## config.mk

```make
export PLATFORM = sky130hd
export DESIGN_NAME = flash_multi_io_read
export DESIGN_NICKNAME = d
export VERILOG_FILES = /design/src/logic/flash_multi_io_read_pkg.sv /design/src/logic/flash_multi_io_read.sv
export VERILOG_INCLUDE_DIRS = /design/src /design/src/logic
export SDC_FILE = /design/constraint.sdc
export NUM_CORES = 1
export LEC_CHECK = 0
export BUFFER_PORTS_ARGS = -buffer_cell sky130_fd_sc_hd__buf_2
export CORE_MARGIN = 1
export CORE_UTILIZATION = 55
export CTS_CLUSTER_DIAMETER = 30
export DETAILED_ROUTE_END_ITERATION = 8
export PLACE_DENSITY = 0.84
export SYNTH_ARGS = -nofsm -noshare
export SYNTH_HDL_FRONTEND = slang
export SYNTH_SLANG_ARGS = --single-unit
```

## constraint.sdc

```tcl
create_clock -name clock -period 2.82 [get_ports clock]
set_input_delay 0.423 -clock clock [delete_from_list [all_inputs] [get_ports clock]]
set_output_delay 0.423 -clock clock [all_outputs]
set_load 0.05 [all_outputs]
```

## src/logic/flash_multi_io_read_params.svh

```systemverilog
// Constants for the multi-line read front end.
// Assumes inclusion by bare name from the design module.
`ifndef FLASH_MULTI_IO_READ_PARAMS_SVH
`define FLASH_MULTI_IO_READ_PARAMS_SVH

`define OP_DUAL_OUTPUT_READ 8'h3b
`define OP_DUAL_IO_READ 8'hbb
`define OP_QUAD_OUTPUT_READ 8'h6b
`define OP_QUAD_IO_READ 8'heb
`define OP_BURST_WRAP_CFG 8'hc0
`define OP_ENHANCE_EXIT 8'hff

`define DUMMY_SINGLE_ADDR 4'd8
`define DUMMY_DUAL_IO_SHORT 4'd4
`define DUMMY_DUAL_IO_LONG 4'd8
`define DUMMY_QUAD_IO_SHORT 4'd4
`define DUMMY_QUAD_IO_LONG 4'd8
`define INDICATOR_CLOCKS 5'd2

`define ADDR_CLOCKS_X1 5'd24
`define ADDR_CLOCKS_X2 5'd12
`define ADDR_CLOCKS_X4 5'd6

`define WRAP_DISABLE_BIT 4
`define WRAP_DEPTH_LSB 0

`define REG_CTRL 4'h0
`define REG_STATUS 4'h4

`define CTRL_QUAD_ENABLE_BIT 0
`define CTRL_DUMMY_SELECT_BIT 1
`define CTRL_RESET 2'h0

`define STAT_WIP_BIT 0
`define STAT_ENHANCE_BIT 1
`define STAT_WRAP_EN_BIT 2
`define STAT_WRAP_DEPTH_LSB 4
`define STAT_STATE_LSB 8

`define AXI_RESP_OKAY 2'h0
`define AXI_RESP_SLVERR 2'h2

`endif

```

## src/logic/flash_multi_io_read_pkg.sv

```systemverilog
// Types shared by the multi-line read front end.
// Assumes nothing beyond the constants header.
package flash_multi_io_read_pkg;

    typedef enum logic [2:0] {
        ST_IDLE = 3'b000,
        ST_OPCODE = 3'b001,
        ST_ADDR = 3'b010,
        ST_MODE = 3'b011,
        ST_DUMMY = 3'b100,
        ST_DATA = 3'b101,
        ST_WRAPCFG = 3'b110,
        ST_IGNORE = 3'b111
    } linkState_e;

    typedef enum logic [1:0] {
        RD_DUAL_OUT = 2'b00,
        RD_DUAL_IO = 2'b01,
        RD_QUAD_OUT = 2'b10,
        RD_QUAD_IO = 2'b11
    } readKind_e;

    typedef struct packed {
        logic sclk;
        logic csN;
        logic [3:0] sio;
    } linkIn_s;

    typedef struct packed {
        logic enable;
        logic [1:0] depth;
    } wrapCfg_s;

endpackage

```

## src/logic/flash_multi_io_read.sv

```systemverilog
// Read-command front end of a serial NOR flash: dual/quad output and I/O
// reads, command-skipping enhance mode, burst wrap configuration.
// Assumes link pins arrive asynchronously and are oversampled by clock;
// the array answers memData one clock after memAddr changes.
`timescale 1ns/1ns
`default_nettype none
`include "flash_multi_io_read_params.svh"

// Functional notes
// - sample on sclk rise, drive on fall
// - any start address, increment, roll over
// - 3Bh: x1 address, 8 dummy, x2 data
// - BBh: x2 address, 4 dummy, x2 data
// - quad reads need quad enable set
// - 6Bh: x1 address, 8 dummy, x4 data
// - EBh: x4 address, 2+4 dummy, x4 data
// - reads ignored while write in progress
// - only EBh enters enhance mode
// - toggling indicator keeps enhance, no opcode
// - non-toggling indicator leaves enhance next select
// - FFh during enhance exits to opcodes
// - C0h then enable nibble, depth nibble
// - depth codes 8/16/32/64, 1x disables
// - wrap inside aligned block within page
// - wrap off at reset, kept otherwise
// - EBh data output honours wrap
// - select high ends read, releases lines
// - dummy select lengthens I/O read dummies
module flash_multi_io_read #(
    parameter int ARRAY_ADDR_W = 21,
    parameter int AXI_ADDR_W = 4
) (
    input wire logic clock, // System clock
    input wire logic srst, // Synchronous reset, active high
    input wire logic sclk, // Serial clock from host
    input wire logic csN, // Chip select, active low
    input wire logic [3:0] sioIn, // Data lines as seen at the pins
    output logic [3:0] sioOut, // Data lines driven value
    output logic [3:0] sioOe, // Data line output enables
    input wire logic writeInProgress, // Program/erase/status write busy
    output logic [ARRAY_ADDR_W-1:0] memAddr, // Array byte address
    input wire logic [7:0] memData, // Array byte at memAddr
    input wire logic [AXI_ADDR_W-1:0] awaddr, // AXI write address
    input wire logic awvalid, // AXI write address valid
    output logic awready, // AXI write address ready
    input wire logic [31:0] wdata, // AXI write data
    input wire logic [3:0] wstrb, // AXI write strobes
    input wire logic wvalid, // AXI write data valid
    output logic wready, // AXI write data ready
    output logic [1:0] bresp, // AXI write response
    output logic bvalid, // AXI write response valid
    input wire logic bready, // AXI write response ready
    input wire logic [AXI_ADDR_W-1:0] araddr, // AXI read address
    input wire logic arvalid, // AXI read address valid
    output logic arready, // AXI read address ready
    output logic [31:0] rdata, // AXI read data
    output logic [1:0] rresp, // AXI read response
    output logic rvalid, // AXI read data valid
    input wire logic rready // AXI read data ready
);
    flash_multi_io_read_pkg::linkIn_s syncA, syncB, syncC, pin, pinPrev;
    flash_multi_io_read_pkg::linkState_e state;
    flash_multi_io_read_pkg::readKind_e kind;
    flash_multi_io_read_pkg::wrapCfg_s wrapCfg;
    logic [1:0] ctrl;
    logic enhance, enhanceEntry, quadEnable, dummySelect, quadData;
    logic [7:0] opShift, dataShift, next_op, next_mode, dataSrc;
    logic [23:0] addrShift, next_addrShift;
    logic [3:0] modeBits, dummyLeft, dummyCount;
    logic [4:0] bitCnt, addrClocks;
    logic [2:0] byteLeft;
    logic sclkRise, sclkFall, csRise, csFall;
    logic [5:0] wrapMask;
    logic [ARRAY_ADDR_W-1:0] next_memAddr;
    logic [31:0] statusWord;
    assign quadEnable = ctrl[`CTRL_QUAD_ENABLE_BIT];
    assign dummySelect = ctrl[`CTRL_DUMMY_SELECT_BIT];

    // Three-stage sampling; a bit moves only when stages two and three agree
    always_ff @(posedge clock)
    begin
        if (srst)
        begin
            syncA <= '1;
            syncB <= '1;
            syncC <= '1;
            pin <= '1;
            pinPrev <= '1;
        end
        else
        begin
            syncA <= {sclk, csN, sioIn};
            syncB <= syncA;
            syncC <= syncB;
            pin <= (syncC & ~(syncB ^ syncC)) | (pin & (syncB ^ syncC));
            pinPrev <= pin;
        end
    end

    assign sclkRise = pin.sclk & ~pinPrev.sclk;
    assign sclkFall = ~pin.sclk & pinPrev.sclk;
    assign csRise = pin.csN & ~pinPrev.csN;
    assign csFall = ~pin.csN & pinPrev.csN;
    always_comb
    begin
        next_op = {opShift[6:0], pin.sio[0]};
        next_mode = {modeBits, pin.sio};
        case (kind)
            flash_multi_io_read_pkg::RD_DUAL_IO:
            begin
                next_addrShift = {addrShift[21:0], pin.sio[1:0]};
                addrClocks = `ADDR_CLOCKS_X2;
                dummyCount = dummySelect ? `DUMMY_DUAL_IO_LONG
                                         : `DUMMY_DUAL_IO_SHORT;
            end
            flash_multi_io_read_pkg::RD_QUAD_IO:
            begin
                next_addrShift = {addrShift[19:0], pin.sio};
                addrClocks = `ADDR_CLOCKS_X4;
                dummyCount = dummySelect ? `DUMMY_QUAD_IO_LONG
                                         : `DUMMY_QUAD_IO_SHORT;
            end
            default:
            begin
                next_addrShift = {addrShift[22:0], pin.sio[0]};
                addrClocks = `ADDR_CLOCKS_X1;
                dummyCount = `DUMMY_SINGLE_ADDR;
            end
        endcase
    end

    // Source of the next lanes: fresh array byte at a byte boundary
    assign quadData = kind[1];
    assign dataSrc = (byteLeft == 3'd0) ? memData : dataShift;
    assign wrapMask = 6'(({3'b000, 3'b111} << wrapCfg.depth)
                         | 6'((1 << wrapCfg.depth) - 1));

    always_comb
    begin
        if (wrapCfg.enable && kind == flash_multi_io_read_pkg::RD_QUAD_IO)
        begin
            next_memAddr = memAddr;
            next_memAddr[5:0] = (memAddr[5:0] & ~wrapMask)
                | ((memAddr[5:0] + 6'd1) & wrapMask);
        end
        else
        begin
            next_memAddr = memAddr + 1'b1;
        end
    end

    always_ff @(posedge clock)
    begin
        if (srst)
        begin
            state <= flash_multi_io_read_pkg::ST_IDLE;
            kind <= flash_multi_io_read_pkg::RD_DUAL_OUT;
            wrapCfg <= '0;
            enhance <= 1'b0;
            enhanceEntry <= 1'b0;
            opShift <= 8'h00;
            addrShift <= 24'h000000;
            modeBits <= 4'h0;
            bitCnt <= 5'd0;
            dummyLeft <= 4'd0;
            dataShift <= 8'h00;
            byteLeft <= 3'd0;
            sioOut <= 4'h0;
            sioOe <= 4'h0;
            memAddr <= '0;
        end
        else if (csRise)
        begin
            state <= flash_multi_io_read_pkg::ST_IDLE;
            sioOe <= 4'h0;
        end
        else if (csFall)
        begin
            bitCnt <= 5'd0;
            byteLeft <= 3'd0;
            if (!enhance)
            begin
                state <= flash_multi_io_read_pkg::ST_OPCODE;
                enhanceEntry <= 1'b0;
            end
            else if (writeInProgress || !quadEnable)
            begin
                state <= flash_multi_io_read_pkg::ST_IGNORE;
            end
            else
            begin
                state <= flash_multi_io_read_pkg::ST_ADDR;
                kind <= flash_multi_io_read_pkg::RD_QUAD_IO;
                enhanceEntry <= 1'b1;
            end
        end
        else if (sclkRise)
        begin
            bitCnt <= bitCnt + 5'd1;
            case (state)
                flash_multi_io_read_pkg::ST_OPCODE:
                begin
                    opShift <= next_op;
                    if (bitCnt == 5'd7)
                    begin
                        bitCnt <= 5'd0;
                        state <= flash_multi_io_read_pkg::ST_IGNORE;
                        if (next_op == `OP_BURST_WRAP_CFG)
                        begin
                            state <= flash_multi_io_read_pkg::ST_WRAPCFG;
                        end
                        else if (writeInProgress)
                        begin
                            state <= flash_multi_io_read_pkg::ST_IGNORE;
                        end
                        else if (next_op == `OP_DUAL_OUTPUT_READ)
                        begin
                            state <= flash_multi_io_read_pkg::ST_ADDR;
                            kind <= flash_multi_io_read_pkg::RD_DUAL_OUT;
                        end
                        else if (next_op == `OP_DUAL_IO_READ)
                        begin
                            state <= flash_multi_io_read_pkg::ST_ADDR;
                            kind <= flash_multi_io_read_pkg::RD_DUAL_IO;
                        end
                        else if (next_op == `OP_QUAD_OUTPUT_READ && quadEnable)
                        begin
                            state <= flash_multi_io_read_pkg::ST_ADDR;
                            kind <= flash_multi_io_read_pkg::RD_QUAD_OUT;
                        end
                        else if (next_op == `OP_QUAD_IO_READ && quadEnable)
                        begin
                            state <= flash_multi_io_read_pkg::ST_ADDR;
                            kind <= flash_multi_io_read_pkg::RD_QUAD_IO;
                        end
                    end
                end
                flash_multi_io_read_pkg::ST_ADDR:
                begin
                    addrShift <= next_addrShift;
                    if (enhanceEntry && bitCnt == 5'd1
                        && next_addrShift[7:0] == `OP_ENHANCE_EXIT)
                    begin
                        enhance <= 1'b0;
                        state <= flash_multi_io_read_pkg::ST_IGNORE;
                    end
                    else if (bitCnt == addrClocks - 5'd1)
                    begin
                        bitCnt <= 5'd0;
                        memAddr <= next_addrShift[ARRAY_ADDR_W-1:0];
                        dummyLeft <= dummyCount;
                        if (kind == flash_multi_io_read_pkg::RD_QUAD_IO)
                        begin
                            state <= flash_multi_io_read_pkg::ST_MODE;
                        end
                        else
                        begin
                            state <= flash_multi_io_read_pkg::ST_DUMMY;
                        end
                    end
                end
                flash_multi_io_read_pkg::ST_MODE:
                begin
                    modeBits <= pin.sio;
                    if (bitCnt == `INDICATOR_CLOCKS - 5'd1)
                    begin
                        // Takes effect at the next select-low
                        enhance <= (next_mode[7:4] == ~next_mode[3:0]);
                        state <= flash_multi_io_read_pkg::ST_DUMMY;
                    end
                end
                flash_multi_io_read_pkg::ST_DUMMY:
                begin
                    dummyLeft <= dummyLeft - 4'd1;
                    if (dummyLeft == 4'd1)
                    begin
                        state <= flash_multi_io_read_pkg::ST_DATA;
                        byteLeft <= 3'd0;
                    end
                end
                flash_multi_io_read_pkg::ST_WRAPCFG:
                begin
                    opShift <= next_op;
                    if (bitCnt == 5'd7)
                    begin
                        wrapCfg.enable <= ~next_op[`WRAP_DISABLE_BIT];
                        if (!next_op[`WRAP_DISABLE_BIT])
                        begin
                            wrapCfg.depth <= next_op[`WRAP_DEPTH_LSB +: 2];
                        end
                        state <= flash_multi_io_read_pkg::ST_IGNORE;
                    end
                end
                default: ;
            endcase
        end
        else if (sclkFall && state == flash_multi_io_read_pkg::ST_DATA)
        begin
            if (quadData)
            begin
                sioOut <= dataSrc[7:4];
                sioOe <= 4'hf;
                dataShift <= {dataSrc[3:0], 4'h0};
                byteLeft <= (byteLeft == 3'd0) ? 3'd4 : byteLeft - 3'd4;
            end
            else
            begin
                sioOut <= {2'b00, dataSrc[7:6]};
                sioOe <= 4'h3;
                dataShift <= {dataSrc[5:0], 2'b00};
                byteLeft <= (byteLeft == 3'd0) ? 3'd6 : byteLeft - 3'd2;
            end
            if (byteLeft == 3'd0)
            begin
                memAddr <= next_memAddr;
            end
        end
    end

    assign statusWord = {21'h000000, state, 2'b00, wrapCfg.depth,
                         1'b0, wrapCfg.enable, enhance, writeInProgress};

    // AXI write: both address and data taken in one cycle
    always_ff @(posedge clock)
    begin
        if (srst)
        begin
            ctrl <= `CTRL_RESET;
            awready <= 1'b0;
            wready <= 1'b0;
            bvalid <= 1'b0;
            bresp <= `AXI_RESP_OKAY;
        end
        else
        begin
            awready <= 1'b0;
            wready <= 1'b0;
            if (bvalid && bready)
            begin
                bvalid <= 1'b0;
            end
            if (!bvalid && !awready && awvalid && wvalid)
            begin
                awready <= 1'b1;
                wready <= 1'b1;
                bvalid <= 1'b1;
                bresp <= `AXI_RESP_SLVERR;
                if (awaddr == `REG_CTRL && wstrb[0])
                begin
                    bresp <= `AXI_RESP_OKAY;
                    ctrl <= wdata[1:0];
                end
                else if (awaddr == `REG_CTRL || awaddr == `REG_STATUS)
                begin
                    bresp <= `AXI_RESP_OKAY;
                end
            end
        end
    end

    always_ff @(posedge clock)
    begin
        if (srst)
        begin
            arready <= 1'b0;
            rvalid <= 1'b0;
            rdata <= 32'h00000000;
            rresp <= `AXI_RESP_OKAY;
        end
        else
        begin
            arready <= 1'b0;
            if (rvalid && rready)
            begin
                rvalid <= 1'b0;
            end
            if (!rvalid && !arready && arvalid)
            begin
                arready <= 1'b1;
                rvalid <= 1'b1;
                rdata <= 32'h00000000;
                rresp <= `AXI_RESP_SLVERR;
                if (araddr == `REG_CTRL)
                begin
                    rdata <= {30'h00000000, ctrl};
                    rresp <= `AXI_RESP_OKAY;
                end
                else if (araddr == `REG_STATUS)
                begin
                    rdata <= statusWord;
                    rresp <= `AXI_RESP_OKAY;
                end
            end
        end
    end

endmodule // flash_multi_io_read
`default_nettype wire

```

**Word-level counts from Yosys, hierarchy flattened**

Cells that the tools add are included.

- Flip-flop bits (word level): 158
- Bits in latches: 0
- RAM bits: 0
- Bits in read-only memories: 0
- Bits of input ports: 66
- Memories: 0

- Add/sub/neg operators: 8
- Multipliers: 0
- Div/mod/pow operators: 0
- Order comparisons: 0
- Eq/ne operators: 41
- Shift-type cells: 2
- Mux-type cells: 79
- Bitwise operators: 23
- Reductions and logical operators: 56

Operators by type and width:

| operator | number |
|---|---|
| 2-to-1 mux 21 bit | 7 |
| 2-to-1 mux 3 bit | 25 |
| case mux 21 bit (2 select lines) | 1 |
| == test 8 bit (second input constant) | 4 |
| 2-to-1 mux 2 bit | 16 |
| 2-to-1 mux 5 bit | 5 |
| AND 6 bit | 4 |
| 2-to-1 mux 4 bit | 6 |
| 2-to-1 mux 11 bit | 2 |
| adder 21 x 1 -> 21 bit (second input constant) | 1 |
| inequality test 2 bit (second input constant) | 10 |
| case mux 5 bit (2 select lines) | 2 |
| AND reduction 4 bit | 5 |
| bitwise OR 6 bit | 3 |
| AND reduction 6 bit | 3 |
| nonzero test 2 bit | 9 |
| 2-to-1 mux 8 bit | 2 |
| case mux 3 bit (5 select lines) | 1 |
| logical AND 1 bit | 14 |
| AND reduction 7 bit | 2 |
| inequality test 3 bit (second input constant) | 4 |
| NOT 6 bit | 2 |
| 2-to-1 mux 1 bit | 10 |
| == test 3 bit (second input constant) | 3 |
| other kinds (43) | 68 |

**Depth between registers and ports, before layout**

Gate-level depths: netlist of the first run.

- Word-level depth: 12
- Mapped depth: 9
- Depth with buffers taken out: 8

**Worst setup path after synthesis of the first run**

Ideal clock, no wire load.

- Path type: reg-to-reg
- From: register memAddr[0]
- To: register memAddr[20]
- Setup time: 0.132 ns
- Arrival time: 2.119 ns
- Required time: 2.688 ns
- Setup slack: 0.568 ns
- Cell stages (with the launch flop): 8
- Path buffers: 0
- Period minus slack after synthesis: 2.252 ns
- Cells stage by stage: dfxtp_1 -> ha_1 -> nand2_1 -> nor4_1 -> and3_1 -> a31oi_1 -> o21ai_0 -> a21oi_1

- Word-level cells in the longest chain between the ends: 5

Ends and longest elaborated chain:

| item | line | text |
|---|---|---|
| start, declared | flash_multi_io_read.sv:41 | `output logic [ARRAY_ADDR_W-1:0] memAddr,` |
| start signal, assigned | flash_multi_io_read.sv:250 | `memAddr <= next_addrShift[ARRAY_ADDR_W-1:0];` |
| start signal, assigned | flash_multi_io_read.sv:315 | `memAddr <= next_memAddr;` |
| adder 21 x 1 -> 21 bit | flash_multi_io_read.sv:148 | `next_memAddr = memAddr + 1'b1;` |
| 2-to-1 mux 21 bit | flash_multi_io_read.sv:140 | `if (wrapCfg.enable && kind == flash_multi_io_read_pkg::RD_QUAD_IO)` |
| 2-to-1 mux 21 bit | flash_multi_io_read.sv:313 | `if (byteLeft == 3'd0)` |
| 2-to-1 mux 21 bit | flash_multi_io_read.sv:297 | `else if (sclkFall && state == flash_multi_io_read_pkg::ST_DATA)` |
| 2-to-1 mux 21 bit | flash_multi_io_read.sv:197 | `else if (sclkRise)` |

Every way passes these cells. The select of a mux whose other input is x is not followed.
A chain may end at the register's enable or synchronous reset.

**Worst setup path in the final report of the first run**

- From: register pin[4] (netlist bit)
- To: register memAddr[16]

- Word-level cells in the longest chain between the ends: 4
- Elaborated cells on any way between the ends: 6
- Classes of those cells: bitwise: 5; reduce/logical: 1

Ends and longest elaborated chain:

| item | line | text |
|---|---|---|
| start, declared | flash_multi_io_read.sv:61 | `flash_multi_io_read_pkg::linkIn_s syncA, syncB, syncC, pin, pinPrev;` |
| start signal, assigned | flash_multi_io_read.sv:95 | `pin <= (syncC & ~(syncB ^ syncC)) \| (pin & (syncB ^ syncC));` |
| NOT 1 bit | flash_multi_io_read.sv:103 | `assign csFall = ~pin.csN & pinPrev.csN;` |
| AND 1 bit | flash_multi_io_read.sv:103 |  |
| NOT 1 bit (no source line) | n/a |  |
| AND reduction 8 bit (no source line) * | n/a |  |

Every way passes the cells marked *; elsewhere a longest branch is shown, timed or not.

==> results_dict.tcl, run 1 <==
set metrics [dict create \
    status "finished, violations left" \
    violations "DRC" \
    hold_ws_ns 0.187 \
    portBuffers 76 \
    max_cap_viol_count 0 \
    syn_inst 832 \
    syn_to_final_growth_pct 15.4 \
    crit_arrival_ns 2.70 \
    slowest_delay_ns 0.50 \
    worstPathCellList "inv_1, ha_1, nand2_1, nor2_1, a32oi_1, buf_4, a221oi_1, nor3_1" \
    antenna-diode-count 0 \
    dp_hpwl_um 10800 \
    postSynth.asyncResetShare_pct 0 \
    vdd_ir_drop_max_mv 0.525 \
    via_per_inst 5.99 \
    layout_common_cells "nor2_1 (135), dfxtp_1 (126), a21oi_1 (89)" \
    powerDensity_nw_per_um2 571 \
    cp-start-kind "flip-flop" \
    p_comb_share_pct 5.2 \
    insertion_delay_ns 0.43 \
    muxShareOfSynthArea_pct 7.95 \
    overflow 0 \
    clock-sinks 127 \
    slew_headroom_pct 48.1 \
    postSynthAreaPerCell_um2 8.02 \
    synth-main-ff-cell "dfxtp_1" \
    initial_core_util_pct 57.5 \
    cts_setup_buffers 0 \
    die_h_um 112 \
    switchingPower_uw 1000 \
    rsz0062_at_grt "false" \
    place_ws_ns 0.504 \
    p_int_uw 3400 \
    cts.repair.resized 0 \
    slowest_stage "nor2_1" \
    grt_max_degree 58 \
    yosys_warnings 0 \
    totalWireLength_um 16600 \
    endpoint_kind "flip-flop" \
    cts_hold_buf 0 \
    drt_iter0_drc 658 \
    cts_tree "yes" \
    fmax_mhz 417 \
    slew_violations 0 \
    power_frac_seq_pct 41.4 \
    grt_pass1_vias 5794 \
    routedWlPerCell_um 15.8 \
    hold_viol_final 0 \
    drc 5 \
    ys_seq_area_share_pct 38.1 \
    final_common_cell "nor2_1" \
    skew_ns 0.0172 \
    sw_frac_of_total_pct 22.8 \
    grt_pass1_wl_um 27500 \
    cts-root-buf "clkbuf_16" \
    grt.total_usage_pct 27.1 \
    setup_viol 0 \
    synth-edff-count 0 \
    hold_path.class "input pin to flip-flop" \
    fill_cells 980 \
    ys_ff_latch 127 \
    synthSimpleGateAreaFrac_pct 24.5 \
    ys_types 70 \
    synthAdderAreaFrac_pct 1.69 \
    clkSlewWorstSetupHoldPaths_ns 0.06 \
    rows 39 \
    drive_gt1_share_pct 18.6 \
    antenna_found_initial 0 \
    synth_compound_area_share_pct 18.9 \
    tightest_slew_ns 0.773 \
    timing.setup.tns_ns 0 \
    p_leak_uw 0.00295 \
    place.gp.congestion 0.940 \
    vias 6288 \
    worst-setup-path-type "flip-flop to flip-flop" \
    cts_htree_levels 4 \
    cts_made_buffers 17 \
    path_max_fanout 15 \
    period_share_pct 84.9 \
    clock_power_share_pct 53.3 \
    design.core.area_um2 11600 \
    finalCriticalPeriod_ns 2.40 \
    dieArea_um2 12600 \
    ios 136 \
    netlist_area_um2 6680 \
    layout_setup_ws_ns 0.425 \
    fp.dieW_um 112 \
    layout.nets 969 \
    cts.path.max_buffers 2 \
    synthXorXnorAreaFrac_pct 1.57 \
    dr.pass1.iters 8 \
    antenna_left 0 \
    synth_top_family_by_area "simple AND/OR/NAND/NOR gates" \
    worstPathRequired_ns 3.13 \
]
[cell usage after synthesis, drive strengths merged, types with 8 or more instances]
| cell type | number | area, um^2 |
|---|---|---|
| a211oi | 15 | 125 |
| a21oi | 90 | 454 |
| a22oi | 11 | 82.6 |
| a311oi | 8 | 76.3 |
| and3 | 11 | 68.8 |
| buf | 43 | 297 |
| clkbuf | 35 | 131 |
| dfxtp | 127 | 2540 |
| ha | 9 | 113 |
| inv | 14 | 52.6 |
| mux2 | 8 | 90.1 |
| mux2i | 44 | 440 |
| nand2 | 58 | 218 |
| nand2b | 9 | 56.3 |
| nand3 | 23 | 115 |
| nand3b | 8 | 60.1 |
| nand4 | 8 | 50.1 |
| nor2 | 135 | 507 |
| nor2b | 8 | 50.1 |
| nor3 | 27 | 135 |
| o21ai | 27 | 139 |
| or2 | 23 | 144 |
[worst max-delay path: cells and delay by family, from the launching register on]
kind	cells	cell delay [ns]
fa+ha+maj	1	0.39
buf+inv	2	0.31
simple gates	3	0.82
compound gates	2	0.38
flops	1	0.38
[power groups by stage]
stage               sequential [uW]  clock, uW  combinational, uW
finish                         1820       2350                230
global route                   1820       2460                247
CTS                            1820       2390                230
detailed placement             1860          0                228
global placement               1860          0                225
floorplan                      1880          0                189
[kinds of logic (layout without fill, tap and decap cells)]
| group | count (synthesis) | in the layout |
|---|---|---|
| compound gates | 198 | 198 |
| xor+xnor | 12 | 12 |
| fa+ha+maj | 9 | 9 |
| buf+inv | 93 | 143 |
| flops | 127 | 127 |
| mux | 52 | 52 |
| other cells | 1 | 26 |
| simple gates | 340 | 340 |
[cell type report]
cell class | instances | area [um^2] | share of cell area, %
clock inverters | 13 | 185 | 2.40
clock buffers | 19 | 453 | 5.88
inverters | 15 | 56.3 | 0.731
repair buffers | 96 | 546 | 7.08
flip-flops and latches | 127 | 2540 | 33.0
well taps | 143 | 179 | 2.32
multi-input cells | 637 | 3740 | 48.6
[registers in the layout (all words and copies together) (netlist names), 3 cells and up]
| signal | cells |
|---|---|
| syncC | 6 |
| state | 3 |
| memAddr | 21 |
| bitCnt | 5 |
| dataShift | 6 |
| opShift | 7 |
| addrShift | 20 |
| modeBits | 4 |
| next_mode | 4 |
| sioOut | 4 |
| syncB | 6 |
| syncA | 6 |
| rdata | 8 |
| dummyLeft | 4 |
| statusWord | 3 |
[per-stage QoR]
step	cell area [um^2]	std cells	utilization, %	power (uW)
floorplan	6770	857	-	2070
global route	7700	1050	66.3	4540
detailed placement	7070	1018	60.8	2090
finish	7700	1050	66.3	4400
CTS	7700	1050	66.3	4440
global placement	7070	1018	60.8	2090
[path summary, 6_finish.rpt]
path,start,endpoint,slack [ns],cells after the start
setup / recovery,pin[4],memAddr[16],0.42,8
hold / removal,sioIn[3],syncA[3],0.19,2
hold reg to reg,syncA[2],syncB[2],0.40,1
setup reg to reg,pin[4],memAddr[16],0.42,8
[routing by layer]
metal	global-route usage [%]	part of all wire, %	wire (um)	up-vias
met2	44.7	48	7910	276
met4	11.3	2.0	337	0
met5	0	0	0	-
met3	8.15	8.6	1430	35
met1	33.1	42	6880	2960
li1	-	-	-	3017
Power figures use the tool's default switching activity.
==> run 2, diff against run 1 <==
==> constraint.sdc (replaced) <==
create_clock -name clock -period 2.5 [get_ports clock]
set_input_delay 0.375 -clock clock [delete_from_list [all_inputs] [get_ports clock]]
set_output_delay 0.375 -clock clock [all_outputs]
set_load 0.05 [all_outputs]
==> results_dict.tcl, run 2 (synthesis gave the netlist of run 1 again) <==
set metrics [dict create \
    status "finished, violations left" \
    violations "DRC" \
    endpoint_kind "flip-flop" \
    timing.rr.end "kind[0]" \
    drive_gt1_share_pct 19.9 \
    skew_ns 0.0161 \
    fp.dieW_um 112 \
    portBuffers 76 \
    reg2reg_depth 7 \
    rsz0062_at_grt "false" \
    hold_path_end "syncA[0]" \
    grt.total_usage_pct 27.1 \
    final_common_cell "nor2_1" \
    slew_violations 0 \
    initial_core_util_pct 57.5 \
    vdd_ir_drop_max_mv 0.627 \
    layout.nets 985 \
    setup_viol 0 \
    worstPathRequired_ns 2.82 \
    dp_hpwl_um 11000 \
    vias 6307 \
    overflow 0 \
    r2r_setup_slack_ns 0.20 \
    hold_depth 2 \
    routedWlPerCell_um 15.1 \
    syn_to_final_growth_pct 16.5 \
    clkSlewWorstSetupHoldPaths_ns 0.06 \
    cts_setup_buffers 0 \
    cts-root-buf "clkbuf_16" \
    totalWireLength_um 16100 \
    cp-start-kind "flip-flop" \
    fmax_mhz 436 \
    drt_iter0_drc 606 \
    rows 39 \
    powerDensity_nw_per_um2 612 \
    die_h_um 112 \
    grt_pass1_vias 5846 \
    ios 136 \
    insertion_delay_ns 0.43 \
    cts.path.max_buffers 2 \
    dr.pass1.iters 7 \
    hold_start "sioIn[0]" \
    period_share_pct 91.8 \
    cts_hold_buf 0 \
    worst-setup-path-type "flip-flop to flip-flop" \
    grt_pass1_wl_um 27700 \
    cts_made_buffers 17 \
    r2r_start "bitCnt[1]" \
    clock-sinks 127 \
    place.gp.congestion 0.954 \
    design.core.area_um2 11600 \
    hold_viol_final 0 \
    via_per_inst 5.92 \
    tightest_slew_ns 0.698 \
    path_max_fanout 7 \
    largestRegisters "memAddr: 21 flops, addrShift: 20 flops, rdata: 8 flops" \
    postLayoutCoreUtil_pct 66.9 \
    timing.setup.tns_ns 0 \
    layout_common_cells "nor2_1 (135), dfxtp_1 (126), a21oi_1 (89)" \
    largest-register "memAddr" \
    grt_max_degree 46 \
    hold_path.class "input pin to flip-flop" \
    slew_headroom_pct 53.4 \
    drc 5 \
    finalCriticalPeriod_ns 2.30 \
    cts_tree "yes" \
    crit_arrival_ns 2.62 \
    largest_reg_flops 21 \
    dieArea_um2 12600 \
    antenna_left 0 \
    cts_htree_levels 4 \
    cts.repair.resized 0 \
    antenna-diode-count 0 \
    p_leak_uw 0.00300 \
    max_cap_viol_count 0 \
    antenna_found_initial 0 \
]
-- run 2: worst max-delay path by stage --
stage	from	endpoint	slack, ns	depth (start not counted)
2_1_floorplan	memAddr[0]	memAddr[20]	0.25	7
3_3_place_gp	kind[1]	memAddr[16]	0.29	7
3_5_place_dp	bitCnt[1]	kind[0]	0.27	7
4_1_cts	bitCnt[1]	kind[0]	0.25	7
5_1_grt	bitCnt[1]	kind[0]	0.02	7
6_report	bitCnt[1]	kind[0]	0.20	7
-- run 2: per-stage QoR --
step | total power [uW] | instances | hold slack (ns) | worst slack [ns] | area [um^2]
global placement | 2350 | 1034 | 0.391 | 0.291 | 7190
floorplan | 2340 | 857 | 0.389 | 0.248 | 6770
finish | 4760 | 1066 | 0.118 | 0.205 | 7770
CTS | 4790 | 1066 | 0.112 | 0.248 | 7770
detailed placement | 2360 | 1034 | 0.394 | 0.267 | 7190
global route | 4890 | 1066 | 0.122 | 0.0164 | 7770
-- run 2: critical path: stages (launching register included) --
cell,delay (ns)
dfxtp_1,0.45
ha_1,0.29
nor4bb_1,0.30
buf_4,0.18
nand4b_1,0.09
a221oi_1,0.54
nor2_1,0.08
a311oi_1,0.26
-- run 2: layout make-up --
cell class	instances	area (um^2)
clock inverter	14	158
clock buffer	18	429
fill	934	3840
timing repair buffer	112	666
sequential	127	2540
multi-input combinational	637	3740
tap	143	179
inverter	15	56.3
-- run 2: report_power, final --
part | internal [uW] | switching [uW]
clock | 1480 | 966
combinational | 63.7 | 195
sequential | 2050 | 11.1
-- run 2: per-layer routing --
metal,vias to the layer above,wire length [um],track usage [%]
met5,-,0,0
met4,0,343,12.1
met3,33,1310,6.97
met2,257,7630,45.1
met1,2971,6840,33.1
li1,3046,-,-
